### config.mk
export PLATFORM = sky130hd
export DESIGN_NAME = rfds_seq
export DESIGN_NICKNAME = d
export VERILOG_FILES = /design/src/core/rfds_pkg.sv /design/src/core/rfds_seq.sv /design/src/core/rfds_rssi_peak.sv
export VERILOG_INCLUDE_DIRS = /design/src /design/src/core
export SDC_FILE = /design/constraint.sdc
export NUM_CORES = 1
export LEC_CHECK = 0
export BUFFER_PORTS_ARGS = -buffer_cell sky130_fd_sc_hd__buf_2
export CAP_MARGIN = 15
export CORE_UTILIZATION = 56
export CTS_BUF_LIST = sky130_fd_sc_hd__clkbuf_4 sky130_fd_sc_hd__clkbuf_8
export DETAILED_ROUTE_END_ITERATION = 16
export GPL_ROUTABILITY_DRIVEN = 0
export PLACE_DENSITY = 0.79
export SLEW_MARGIN = 20
export SYNTH_ARGS = -nofsm -noshare
export SYNTH_HDL_FRONTEND = slang
export SYNTH_HIERARCHICAL = 1
export SYNTH_SLANG_ARGS = --single-unit
export TNS_END_PERCENT = 5
### constraint.sdc
create_clock -name i_core_clk -period 4.98 [get_ports i_core_clk]
set_input_delay 0.747 -clock i_core_clk [delete_from_list [all_inputs] [get_ports i_core_clk]]
set_output_delay 0.747 -clock i_core_clk [all_outputs]
set_load 0.005 [all_outputs]
### src/core/rfds_defs.svh
// constants of the direct command sequencer: codes, timing, regulator steps
// assumes a 20 MHz core clock; included by bare name from core/
//
// What this block does
// - squelch needs tx and rx on; runs only rx idle
// - squelch ends within 500 us
// - gain reset reinits agc, aborts squelch, loads gain
// - other commands need master enable and stable oscillator
// - chaining only after gain reset and rssi clear
// - regulator, modulation, phase commands raise done interrupt
// - squelch, gain reset, rssi clear raise none
// - regulator adjust starts rx, tx on, maximum setting
// - step down while margin to supply is short
// - compare only after 300 us settling each time
// - stop at margin reached or minimum setting
// - regulator adjust ends within 5 ms
// - reject regulator adjust with external voltage select
// - modulation calibration transmits, stores result, 275 us
// - antenna calibration trims tank within 250 us
// - phase measure: tx, detector, relative converter, store
// - phase code clamps FF below 30, 00 above 150
// - phase measurement ends within 25 us
// - rssi cleared on rx active rise, peak held
// - rssi clear zeroes fields, restarts peak measuring
// - two mask sources ORed suppress rx active
`ifndef RFDS_DEFS_SVH
`define RFDS_DEFS_SVH

// command codes on i_cmd_code
`define RFDS_CMD_SQUELCH   3'h0
`define RFDS_CMD_GAIN_RST  3'h1
`define RFDS_CMD_REG_ADJ   3'h2
`define RFDS_CMD_MOD_CAL   3'h3
`define RFDS_CMD_ANT_CAL   3'h4
`define RFDS_CMD_PHASE     3'h5
`define RFDS_CMD_RSSI_CLR  3'h6

// clock rate and printed times
`define RFDS_CLK_MHZ       20
`define RFDS_T_SQUELCH_US  500
`define RFDS_T_SETTLE_US   300
`define RFDS_T_REGADJ_US   5000
`define RFDS_T_MODCAL_US   275
`define RFDS_T_ANTCAL_US   250
`define RFDS_T_PHASE_US    25

// cycle counts (longest times round down, settle is a least time)
`define RFDS_CYC_SQUELCH   (`RFDS_T_SQUELCH_US * `RFDS_CLK_MHZ)
`define RFDS_CYC_SETTLE    (`RFDS_T_SETTLE_US * `RFDS_CLK_MHZ)
`define RFDS_CYC_REGADJ    (`RFDS_T_REGADJ_US * `RFDS_CLK_MHZ)
`define RFDS_CYC_MODCAL    (`RFDS_T_MODCAL_US * `RFDS_CLK_MHZ)
`define RFDS_CYC_ANTCAL    (`RFDS_T_ANTCAL_US * `RFDS_CLK_MHZ)
`define RFDS_CYC_PHASE     (`RFDS_T_PHASE_US * `RFDS_CLK_MHZ)

// regulator steps below maximum: 5.1 V..3.9 V by 120 mV, 3.4 V..2.4 V by 100 mV
`define RFDS_REG_STEP_MAX  4'h0
`define RFDS_REG_STEP_MIN  4'hA

// phase code clamps
`define RFDS_PHASE_LOW_ANG  8'hFF
`define RFDS_PHASE_HIGH_ANG 8'h00

`define RFDS_TMR_W         17

`endif

### src/core/rfds_pkg.sv
// types of the direct command sequencer
// assumes rfds_defs.svh for the numeric constants
package rfds_pkg;

	// sequencer states, one-hot
	typedef enum logic [5:0] {
		RFDS_ST_IDLE   = 6'h01,
		RFDS_ST_SQL    = 6'h02,
		RFDS_ST_REG    = 6'h04,
		RFDS_ST_MOD    = 6'h08,
		RFDS_ST_ANT    = 6'h10,
		RFDS_ST_PHASE  = 6'h20
	} rfds_state_t;

endpackage

### src/core/rfds_seq.sv
// direct command sequencer of the rf front end
// assumes analog done/compare inputs are asynchronous and data inputs stable when done rises
`timescale 1ns/1ps
`include "rfds_defs.svh"
module rfds_seq import rfds_pkg::*; #(
	parameter int unsigned P_CYC_SQUELCH = `RFDS_CYC_SQUELCH,  // squelch limit
	parameter int unsigned P_CYC_SETTLE  = `RFDS_CYC_SETTLE,   // regulator settling
	parameter int unsigned P_CYC_REGADJ  = `RFDS_CYC_REGADJ,   // regulator limit
	parameter int unsigned P_CYC_MODCAL  = `RFDS_CYC_MODCAL,   // modulation limit
	parameter int unsigned P_CYC_ANTCAL  = `RFDS_CYC_ANTCAL    // antenna limit
) (
	input  wire logic       i_core_clk,         // core clock 20 MHz
	input  wire logic       i_reset_n,          // async reset, active low
	input  wire logic       i_cmd_valid,        // direct command strobe
	input  wire logic [2:0] i_cmd_code,         // direct command code
	input  wire logic       i_master_en,        // operation control enable bit
	input  wire logic       i_tx_en,            // transmitter operating
	input  wire logic       i_rx_en,            // receiver operating
	input  wire logic       i_ext_reg_sel,      // external regulated voltage select
	input  wire logic       i_supply_5v,        // 1: 5 V supply mode, 0: 3.3 V
	input  wire logic       i_rx_on_req,        // receiver wants rx active
	input  wire logic       i_mask_cmd,         // mask from mask command
	input  wire logic       i_mask_timer,       // mask from mask timer
	input  wire logic [3:0] i_gain_cfg,         // manual gain from receiver config 4
	input  wire logic [3:0] i_rssi_level,       // measured rssi level
	input  wire logic       i_osc_stable,       // oscillator stable, async
	input  wire logic       i_margin_ok,        // rf supply 250 mV below main, async
	input  wire logic       i_squelch_done,     // squelch circuit done, async
	input  wire logic       i_mod_done,         // depth loop done, async
	input  wire logic       i_ant_done,         // tank resonance found, async
	input  wire logic       i_adc_done,         // converter done, async
	input  wire logic [7:0] i_mod_meas,         // measured depth code
	input  wire logic [7:0] i_trim_code,        // trim code from tuner
	input  wire logic [7:0] i_adc_data,         // raw converter code
	input  wire logic       i_adc_under,        // phase below converter range
	input  wire logic       i_adc_over,         // phase above converter range
	output logic            o_busy,             // a sequence is running
	output logic            o_chain_ok,         // next command may follow now
	output logic            o_cmd_irq,          // command termination pulse
	output logic            o_rx_active,        // masked receiver active
	output logic            o_squelch_run,      // squelch circuit enabled
	output logic            o_squelch_clear,    // clear squelch setting pulse
	output logic            o_agc_init,         // agc/squelch/rssi init pulse
	output logic      [3:0] o_manual_gain,      // loaded gain reduction
	output logic            o_force_rx_tx,      // force rx and tx on
	output logic            o_tx_force,         // force transmitter on
	output logic      [3:0] o_reg_step,         // regulator steps below max
	output logic            o_mod_cal_run,      // depth loop enabled
	output logic      [7:0] o_mod_depth_disp,   // depth display value
	output logic            o_ant_cal_run,      // tuner enabled
	output logic      [7:0] o_antenna_trim_outputs, // trim capacitor code
	output logic            o_phase_det_en,     // phase detector enabled
	output logic            o_adc_relative,     // converter relative mode
	output logic      [7:0] o_adc_result,       // converter output value
	output logic      [3:0] o_rssi              // rssi field of rx display
);
	localparam int unsigned N_SYNC = 6;
	localparam int unsigned CYC_PHS = `RFDS_CYC_PHASE; // phase limit, fixed
	localparam logic [`RFDS_TMR_W-1:0] LIM_SQL = P_CYC_SQUELCH[`RFDS_TMR_W-1:0];
	localparam logic [`RFDS_TMR_W-1:0] LIM_SET = P_CYC_SETTLE[`RFDS_TMR_W-1:0];
	localparam logic [`RFDS_TMR_W-1:0] LIM_REG = P_CYC_REGADJ[`RFDS_TMR_W-1:0];
	localparam logic [`RFDS_TMR_W-1:0] LIM_MOD = P_CYC_MODCAL[`RFDS_TMR_W-1:0];
	localparam logic [`RFDS_TMR_W-1:0] LIM_ANT = P_CYC_ANTCAL[`RFDS_TMR_W-1:0];
	localparam logic [`RFDS_TMR_W-1:0] LIM_PHS = CYC_PHS[`RFDS_TMR_W-1:0];
	localparam logic [`RFDS_TMR_W-1:0] ONE     = 17'h00001;

	rfds_state_t              state_q;
	rfds_state_t              state_d;
	logic [N_SYNC-1:0]        async_in;
	logic [N_SYNC-1:0]        sync1_q;
	logic [N_SYNC-1:0]        sync2_q;
	logic                     osc_ok;
	logic                     margin_ok;
	logic                     sql_done;
	logic                     mod_done;
	logic                     ant_done;
	logic                     adc_done;
	logic [`RFDS_TMR_W-1:0]   tmr_q;
	logic [`RFDS_TMR_W-1:0]   settle_q;
	logic [`RFDS_TMR_W-1:0]   limit;
	logic                     timeout;
	logic                     settled;
	logic                     gated;
	logic                     accept;
	logic                     is_gain_rst;
	logic                     is_rssi_clr;
	logic                     idle;
	logic                     finish;
	logic                     reg_stop;
	logic                     irq_d;

	// two-stage synchronisers for the analog and oscillator levels
	assign async_in = {i_adc_done, i_ant_done, i_mod_done, i_squelch_done,
		i_margin_ok, i_osc_stable};
	generate
		for (genvar g = 0; g < N_SYNC; g++) begin : g_sync
			always_ff @(posedge i_core_clk or negedge i_reset_n) begin
				if (!i_reset_n) begin
					sync1_q[g] <= 1'b0;
					sync2_q[g] <= 1'b0;
				end else begin
					sync1_q[g] <= async_in[g];
					sync2_q[g] <= sync1_q[g];
				end
			end
		end
	endgenerate
	assign osc_ok    = sync2_q[0];
	assign margin_ok = sync2_q[1];
	assign sql_done  = sync2_q[2];
	assign mod_done  = sync2_q[3];
	assign ant_done  = sync2_q[4];
	assign adc_done  = sync2_q[5];

	// receiver active is suppressed by either mask source
	assign o_rx_active = i_rx_on_req & ~(i_mask_cmd | i_mask_timer);

	// acceptance of a command strobe
	assign idle        = (state_q == RFDS_ST_IDLE);
	assign gated       = i_master_en & osc_ok;
	assign is_gain_rst = (i_cmd_code == `RFDS_CMD_GAIN_RST);
	assign is_rssi_clr = (i_cmd_code == `RFDS_CMD_RSSI_CLR);
	always_comb begin
		accept = 1'b0;
		case (i_cmd_code)
			`RFDS_CMD_SQUELCH:  accept = idle & i_tx_en & i_rx_en & ~o_rx_active;
			`RFDS_CMD_GAIN_RST: accept = gated;
			`RFDS_CMD_REG_ADJ:  accept = idle & gated & ~i_ext_reg_sel;
			`RFDS_CMD_MOD_CAL:  accept = idle & gated;
			`RFDS_CMD_ANT_CAL:  accept = idle & gated;
			`RFDS_CMD_PHASE:    accept = idle & gated;
			`RFDS_CMD_RSSI_CLR: accept = gated;
			default:            accept = 1'b0; // unknown codes are dropped
		endcase
		accept = accept & i_cmd_valid;
	end

	// per-state duration limit
	always_comb begin
		limit = LIM_PHS;
		unique case (state_q)
			RFDS_ST_IDLE:  limit = LIM_PHS;
			RFDS_ST_SQL:   limit = LIM_SQL;
			RFDS_ST_REG:   limit = LIM_REG;
			RFDS_ST_MOD:   limit = LIM_MOD;
			RFDS_ST_ANT:   limit = LIM_ANT;
			RFDS_ST_PHASE: limit = LIM_PHS;
		endcase
	end
	assign timeout  = (tmr_q >= limit - ONE);
	assign settled  = (settle_q >= LIM_SET - ONE);
	assign reg_stop = margin_ok || (o_reg_step == `RFDS_REG_STEP_MIN);

	// next state and completion
	always_comb begin
		state_d = state_q;
		finish  = 1'b0;
		unique case (state_q)
			RFDS_ST_IDLE: begin
				if (accept) begin
					case (i_cmd_code)
						`RFDS_CMD_SQUELCH: state_d = RFDS_ST_SQL;
						`RFDS_CMD_REG_ADJ: state_d = RFDS_ST_REG;
						`RFDS_CMD_MOD_CAL: state_d = RFDS_ST_MOD;
						`RFDS_CMD_ANT_CAL: state_d = RFDS_ST_ANT;
						`RFDS_CMD_PHASE:   state_d = RFDS_ST_PHASE;
						default:           state_d = RFDS_ST_IDLE;
					endcase
				end
			end
			RFDS_ST_SQL: begin
				if (i_cmd_valid && is_gain_rst && gated) begin
					state_d = RFDS_ST_IDLE;
				end else if (sql_done || timeout) begin
					state_d = RFDS_ST_IDLE;
				end
			end
			RFDS_ST_REG: begin
				finish = (settled && reg_stop) || timeout;
			end
			RFDS_ST_MOD: begin
				finish = mod_done || timeout;
			end
			RFDS_ST_ANT: begin
				finish = ant_done || timeout;
			end
			RFDS_ST_PHASE: begin
				finish = adc_done || timeout;
			end
		endcase
		if (finish) begin
			state_d = RFDS_ST_IDLE;
		end
	end

	// state register
	always_ff @(posedge i_core_clk or negedge i_reset_n) begin
		if (!i_reset_n) begin
			state_q <= RFDS_ST_IDLE;
		end else begin
			state_q <= state_d;
		end
	end

	// total duration timer, restarted at each start
	always_ff @(posedge i_core_clk or negedge i_reset_n) begin
		if (!i_reset_n) begin
			tmr_q <= '0;
		end else if (idle) begin
			tmr_q <= '0;
		end else begin
			tmr_q <= tmr_q + ONE;
		end
	end

	// regulator settling timer, restarted after each step
	always_ff @(posedge i_core_clk or negedge i_reset_n) begin
		if (!i_reset_n) begin
			settle_q <= '0;
		end else if (state_q != RFDS_ST_REG || settled) begin
			settle_q <= '0;
		end else begin
			settle_q <= settle_q + ONE;
		end
	end

	// regulator setting: maximum at start, one step down on short margin
	always_ff @(posedge i_core_clk or negedge i_reset_n) begin
		if (!i_reset_n) begin
			o_reg_step <= `RFDS_REG_STEP_MAX;
		end else if (idle && accept && i_cmd_code == `RFDS_CMD_REG_ADJ) begin
			o_reg_step <= `RFDS_REG_STEP_MAX;
		end else if (state_q == RFDS_ST_REG && settled && !reg_stop) begin
			o_reg_step <= o_reg_step + 4'h1;
		end
	end

	// termination interrupt for regulator, modulation and phase only
	assign irq_d = finish && (state_q == RFDS_ST_REG || state_q == RFDS_ST_MOD ||
		state_q == RFDS_ST_PHASE);
	always_ff @(posedge i_core_clk or negedge i_reset_n) begin
		if (!i_reset_n) begin
			o_cmd_irq <= 1'b0;
		end else begin
			o_cmd_irq <= irq_d;
		end
	end

	// gain reset pulses and manual gain load
	always_ff @(posedge i_core_clk or negedge i_reset_n) begin
		if (!i_reset_n) begin
			o_agc_init      <= 1'b0;
			o_squelch_clear <= 1'b0;
			o_manual_gain   <= 4'h0;
		end else begin
			o_agc_init      <= accept && is_gain_rst;
			o_squelch_clear <= accept && is_gain_rst;
			if (accept && is_gain_rst) begin
				o_manual_gain <= i_gain_cfg;
			end
		end
	end

	// calibration and measurement results
	always_ff @(posedge i_core_clk or negedge i_reset_n) begin
		if (!i_reset_n) begin
			o_mod_depth_disp       <= 8'h00;
			o_antenna_trim_outputs <= 8'h00;
			o_adc_result           <= 8'h00;
		end else begin
			if (state_q == RFDS_ST_MOD && finish) begin
				o_mod_depth_disp <= i_mod_meas;
			end
			if (state_q == RFDS_ST_ANT) begin
				o_antenna_trim_outputs <= i_trim_code;
			end
			if (state_q == RFDS_ST_PHASE && finish) begin
				if (i_adc_under) begin
					o_adc_result <= `RFDS_PHASE_LOW_ANG;
				end else if (i_adc_over) begin
					o_adc_result <= `RFDS_PHASE_HIGH_ANG;
				end else begin
					o_adc_result <= i_adc_data;
				end
			end
		end
	end

	// analog enables follow the running state
	assign o_busy         = !idle;
	assign o_chain_ok     = idle;
	assign o_squelch_run  = (state_q == RFDS_ST_SQL);
	assign o_force_rx_tx  = (state_q == RFDS_ST_REG);
	assign o_tx_force     = (state_q == RFDS_ST_MOD) || (state_q == RFDS_ST_PHASE);
	assign o_mod_cal_run  = (state_q == RFDS_ST_MOD);
	assign o_ant_cal_run  = (state_q == RFDS_ST_ANT);
	assign o_phase_det_en = (state_q == RFDS_ST_PHASE);
	assign o_adc_relative = (state_q == RFDS_ST_PHASE);

	// rssi peak hold
	rfds_rssi_peak u_rssi (
		.i_core_clk  (i_core_clk),
		.i_reset_n   (i_reset_n),
		.i_rx_active (o_rx_active),
		.i_clear     (accept && is_rssi_clr),
		.i_level     (i_rssi_level),
		.o_rssi      (o_rssi)
	);
endmodule

### src/core/rfds_rssi_peak.sv
// rssi peak-hold field of the receiver state display
// assumes i_level is on the core clock; clears are single-cycle pulses
`timescale 1ns/1ps
`include "rfds_defs.svh"
module rfds_rssi_peak import rfds_pkg::*; (
	input  wire logic       i_core_clk,   // core clock
	input  wire logic       i_reset_n,    // async reset, active low
	input  wire logic       i_rx_active,  // receiver active level
	input  wire logic       i_clear,      // clear command pulse
	input  wire logic [3:0] i_level,      // measured rssi level
	output logic      [3:0] o_rssi        // held peak
);
	logic rx_act_q;
	logic rise;

	// edge of receiver active restarts the measurement
	always_ff @(posedge i_core_clk or negedge i_reset_n) begin
		if (!i_reset_n) begin
			rx_act_q <= 1'b0;
		end else begin
			rx_act_q <= i_rx_active;
		end
	end
	assign rise = i_rx_active & ~rx_act_q;

	// zero on rise or command, then follow the peak while active
	always_ff @(posedge i_core_clk or negedge i_reset_n) begin
		if (!i_reset_n) begin
			o_rssi <= 4'h0;
		end else if (rise || i_clear) begin
			o_rssi <= 4'h0;
		end else if (i_rx_active && (i_level > o_rssi)) begin
			o_rssi <= i_level;
		end
	end
endmodule

Yosys cells after proc, flatten, opt, wreduce, memory -nomap -nowiden
Cells that the tools add are included.

word-level totals
  flip-flop bits (word level) = 91
  latch bits = 0
  memory bits (writable) = 0
  memory bits (read-only) = 0
  output and inout bits = 49
  word-level logic and storage cells = 112
  memories = 0

cells by class
  add/subtract/negate cells = 4
  $mul = 0
  divide/modulo/power cells = 0
  $lt $le $gt $ge = 3
  eq/ne operators = 16
  shift-type cells = 0
  multiplexer cells = 17
  bitwise logic cells = 14
  reduce and logical (&&, ||, !) cells = 34

operators with widths
  cell                     number
  $pmux W17 S5             1
  $add A17 B1 Y17 const B  2
  $mux W17                 2
  $pmux W6 S5              1
  $mux W6                  4
  $ge A17 B13 Y1 const B   1
  $ge A17 B17 Y1           1
  $sub A17 B1 Y17 const B  1
  $mux W4                  4
  $mux W8                  2
  $logic_and A1 B1 Y1      13
  $pmux W6 S2              1
  $logic_or A1 B1 Y1       11
  $and A1 B1 Y1            9
  $eq A3 B3 Y1 const B     3
  $pmux W1 S4              2
  $eq A3 B2 Y1 const B     2
  $eq A6 B1 Y1 const B     1
  $eq A6 B2 Y1 const B     1
  $eq A6 B3 Y1 const B     1
  $eq A6 B4 Y1 const B     1
  $eq A6 B5 Y1 const B     1
  $eq A6 B6 Y1 const B     1
  $ne A6 B3 Y1 const B     1
  15 further kinds         21

Depth between registers and ports, before layout
  depth after elaboration = 10
  gate-level depth with buffers = 15
  mapped depth without buffers = 12

Modules after synthesis
The synthesis kept the hierarchy.

by module, submodules not included
  module          times used  cells each  area each (µm²)  sequential area each (µm²)
  rfds_seq        1           416         4267.8           2153.3
  rfds_rssi_peak  1           33          330.3            125.1

Least setup slack after synthesis
Ideal clock, no wire load.

  path kind = register to register
  start point = register state_q[3]
  end point = register o_mod_depth_disp[0]
  arrival time = 3.831 ns
  path slack = 1.024 ns
  cell stages (with the launch flop) = 16
  path buffers = 3
  period minus slack after synthesis = 3.956 ns
  path through = dfrtp_1 > buf_6 > or4_4 > or3b_1 > buf_6 > clkinv_8 > clkbuf_1 > nor2_1 > ha_1 > a21oi_1 > ha_1 > a211oi_1 > nor2_1 > o41ai_4 > a31oi_4 > mux2_2

between the ends
  elaborated cells between the ends (all ways) = 16
  those cells by class = add/sub: 1; order compare: 1; eq/ne: 6; mux: 2; reduce/logical: 6

RTL lines
  what                                          RTL line         source
  from (decl)                                   rfds_seq.sv:67   rfds_state_t state_q;
  from (signal assigned)                        rfds_seq.sv:201  state_q <= state_d;
  $eq A6 B5 Y1 (*)                              --
  via o_ant_cal_run                             rfds_seq.sv:50   output logic o_ant_cal_run,
  $pmux W17 S5                                  rfds_seq.sv:141  unique case (state_q)
  $sub A17 B1 Y17                               rfds_seq.sv:150  assign timeout = (tmr_q >= limit - ONE);
  $ge A17 B17 Y1                                rfds_seq.sv:150
  $logic_or A1 B1 Y1, on equally long branches  --
  $pmux W1 S4 (*)                               rfds_seq.sv:158  unique case (state_q)
  $logic_and A1 B1 Y1 (*)                       rfds_seq.sv:271  if (state_q == RFDS_ST_MOD && finish) begin
  to (signal assigned)                          rfds_seq.sv:272  o_mod_depth_disp <= i_mod_meas;
  to (decl)                                     rfds_seq.sv:49   output logic [7:0] o_mod_depth_disp,

The timed path passes the listed nets; every way through them passes the cells marked *. The select of a mux whose other input is x is not followed.
A chain may end at the register's enable or synchronous reset.

Worst setup path after layout
  start point = register state_q[3]
  end point = register o_mod_depth_disp[6]

between the ends
  cells in the longest elaborated chain, start to end = 8
  elaborated cells between the ends (all ways) = 16
  those cells by class = add/sub: 1; order compare: 1; eq/ne: 6; mux: 2; reduce/logical: 6

RTL lines
  what                                                 RTL line
  $eq A6 B6 Y1 / $eq A6 B1 Y1 (equally long branches)  rfds_seq.sv:141, rfds_seq.sv:158
  $reduce_or A2 Y1 (no line)                           --
  $pmux W17 S5                                         rfds_seq.sv:141
  $sub A17 B1 Y17                                      rfds_seq.sv:150
  $ge A17 B17 Y1                                       rfds_seq.sv:150
  $logic_or A1 B1 Y1, on equally long branches         --
  $pmux W1 S4                                          rfds_seq.sv:158
  $logic_and A1 B1 Y1 (*)                              rfds_seq.sv:271

Mark *: on every way between the ends. The rest lies on a longest branch, timed or not. The select of a mux whose other input is x is not followed.

==> reports/qor.yml <==
synth:
  synth_area_per_cell_um2: 10.2
  syn_inst: 449
  ys_warn_count: 6
  ys_types: 51
  synth_top_area_cell: "dfrtp_1"
  ys_seq_area_share_pct: 49.6
  async_flop_share_pct: 100
  synth_area_leaders: "dfrtp_1, ha_1, nor2_1, nand2_1, mux2_2"
  synth_edf_count: 0
  synth_area_um2: 4600
  synth_ff_type: "dfrtp_1"
  synth_seq_cells: 91
  synth_top_area_share_pct: 49.0
cts:
  ctsResizeCount: 0
  hold_buffers: 0
  cts_root_buf: "clkbuf_8"
  postCtsSetupBuffers: 0
  cts.sinks: 91
  cts_max_level: 3
  cts_buffer_depth: 2
  numCtsBuffers: 9
  clk_latency_ns: 0.36
  cts_tree: "built"
  clk_pin_slew_ns: 0.09
grt:
  grt_max_degree: 48
  track_usage_pct: 23.0
  grt_pass1_wl_um: 15500
  overflow: 0
  antenna_found_initial: 0
  grt_pass1_vias: 3458
cells_and_area:
  instances_no_fill: 663
  antennaDiodeCount: 0
  nets: 634
  fin_area_um2: 5440
  final_common_cell: "buf_2"
  final_cell_mix: "buf_2, dfrtp_1, nor2_1, nand2_1, inv_1"
  num-fill-cells: 616
  final_layout_size_suffix_gt1_share_pct: 25.8
  final_util_pct: 69.3
  areaGrowthSynthToFinish_pct: 18.3
sta:
  hold_slack_ns: 0.356
  hold_viol_final: 0
  setup_violations: 0
  period_minus_slack_ns: 4.21
  fin_setup_tns_ns: 0
  drv_slew: 0
  max_slew.worst_pin.slew_ns: 0.695
  rsz0062_at_grt: "false"
  fin_crit_sh_pct: 84.6
  slew-limit-headroom_pct: 53.3
  fin_worst_skew_ns: 0.00894
  max_freq_ghz: 0.237
min_path:
  hold_path_depth: 0
  hp-class: "reg -> reg"
  hp-start: "sync1_q[5]$_DFF_PN0_"
  min_to: "adc_done$_DFF_PN0_"
worst_setup_path:
  r2r_slack_ns: 0.77
  required_ns: 5.22
  crit_path_top_delay_cell: "or3b_1"
  cpPeakStageDelay_ns: 0.62
  worstSetupEndpointType: "register"
  crit_chain: "or4_4 > or3b_1 > clkinv_8 > nor2_1 > ha_1 > xnor2_1 > ha_1 > a21oi_1 > a31oi_1 > o41ai_4 > a31oi_4 > mux2_2"
  arrival_ns: 4.45
  worst_r2r_endpoint: "o_mod_depth_disp[6]$_DFFE_PN0P_"
  cp-start-kind: "register"
  reg2regPathDepth: 12
  crit_fanout: 15
  crit_type: "reg -> reg"
  critPathMostFrequentCell: "ha_1"
  reg2reg_from: "state_q[3]$_DFFE_PN0P_"
floorplan:
  die_width_um: 92.6
  ioPinCount: 103
  row_count: 32
  coreArea_um2: 7850
  start_util_pct: 58.6
  die_y_um: 92.6
  dieArea_um2: 8580
detailed_routing:
  dr.pass1.iters: 4
  wirelength_um: 9250
  vias_per_cell: 5.52
  ant_nets: 0
  drcViolationCount: 0
  drt_iter0_drc: 227
  routedWlPerCell_um: 14.0
  vias: 3659
status:
  status: "finished, final reports clean"
placed_design:
  place_hpwl_um: 6940
  port_buffers: 101
  post_dp_cell_area_um2: 5200
  dpl.cell_count: 647
flow_run:
  drv_cap: 0
pwr:
  p_leak_nw: 2.58
  power_density_nw_per_um2: 429
  peakVddDrop_mv: 0.242
## worst max-delay path: cells and delay by family, from the launching register on
family	cells	cell delay [ns]
compound gates	4	1.11
mux	1	0.33
buf+inv	1	0.17
fa+ha+maj	2	0.53
simple gates	3	1.26
flops	1	0.48
xor+xnor	1	0.21
## power by group
part           leakage [nW]  switching, W  internal (W)
registers              1.14      0.000118      0.000895
clock network         0.112      0.000259      0.000294
logic                  1.32      0.000417      0.000351
total                  2.58      0.000794       0.00154
## kinds of logic (layout without fill, tap and decap cells)
family	Yosys count	in the layout	synth area share, %
adder cells (fa/ha/maj)	24	24	6.53
flip-flops	91	91	49.6
AO/OA/AOI/OAI	65	65	9.96
XOR/XNOR	28	28	5.33
AND/OR/NAND/NOR	173	173	18.7
buffers and inverters	42	150	4.19
other	2	6	0.163
multiplexers	24	24	5.55
## synthesized netlist by cell type (all sizes together) (7+ instances only)
cell   count
dfrtp     90
a21oi     28
nand4     11
o21ai     13
inv       29
xnor2     13
a31oi     12
or3        7
mux2      12
xor2      15
ha        24
nand3     17
nand2     47
nor2      52
mux2i     12
## flip-flops by register name (all words and copies together) (netlist names)
register,flops
ant_done,1
adc_done,1
o_mod_depth_disp,8
u_rssi/rx_act_q,1
margin_ok,1
sql_done,1
tmr_q,17
settle_q,17
o_adc_result,8
o_agc_init,1
mod_done,1
o_reg_step,4
u_rssi/o_rssi,4
sync1_q,6
osc_ok,1
o_antenna_trim_outputs,8
o_manual_gain,4
state_q,6
o_cmd_irq,1
## final cells by class
class,instances,area [um2],area share [%]
tap,102,128,2.35
timing repair buffer,104,531,9.76
multi-input combinational,320,2150,39.5
sequential,91,2280,41.9
inverter,30,125,2.30
clock buffer,10,131,2.42
clock inverter,6,96.3,1.77
## stage by stage
stage | setup WS [ns] | total power [W]
global route | 0.523 | 0.00251
floorplan | 1.02 | 0.00149
CTS | 0.791 | 0.00235
global placement | 0.916 | 0.00175
detailed placement | 0.837 | 0.00179
finish | 0.768 | 0.00233
## layer usage
| layer | track usage, % | vias to the layer above | wire (um) |
|---|---|---|---|
| met4 | 7.18 | 0 | 143 |
| met3 | 5.99 | 13 | 488 |
| met1 | 28.4 | 1774 | 3890 |
| met5 | 0 | - | 0 |
| met2 | 39.5 | 105 | 4730 |
| li1 | - | 1767 | - |
## how the worst max path moves through the flow
| stage | start | to | slack (ns) | depth (start not counted) |
|---|---|---|---|---|
| after global placement | state_q[3]$_DFFE_PN0P_ | o_mod_depth_disp[1]$_DFFE_PN0P_ | 0.92 | 12 |
| final | state_q[3]$_DFFE_PN0P_ | o_mod_depth_disp[6]$_DFFE_PN0P_ | 0.77 | 12 |
| after global routing | state_q[3]$_DFFE_PN0P_ | o_mod_depth_disp[6]$_DFFE_PN0P_ | 0.52 | 12 |
| after CTS | state_q[3]$_DFFE_PN0P_ | o_mod_depth_disp[6]$_DFFE_PN0P_ | 0.79 | 12 |
| after detailed placement | state_q[3]$_DFFE_PN0P_ | o_mod_depth_disp[6]$_DFFE_PN0P_ | 0.84 | 12 |
| after floorplan | state_q[3]$_DFFE_PN0P_ | o_mod_depth_disp[0]$_DFFE_PN0P_ | 1.02 | 15 |
Power figures use the tool's default switching activity.
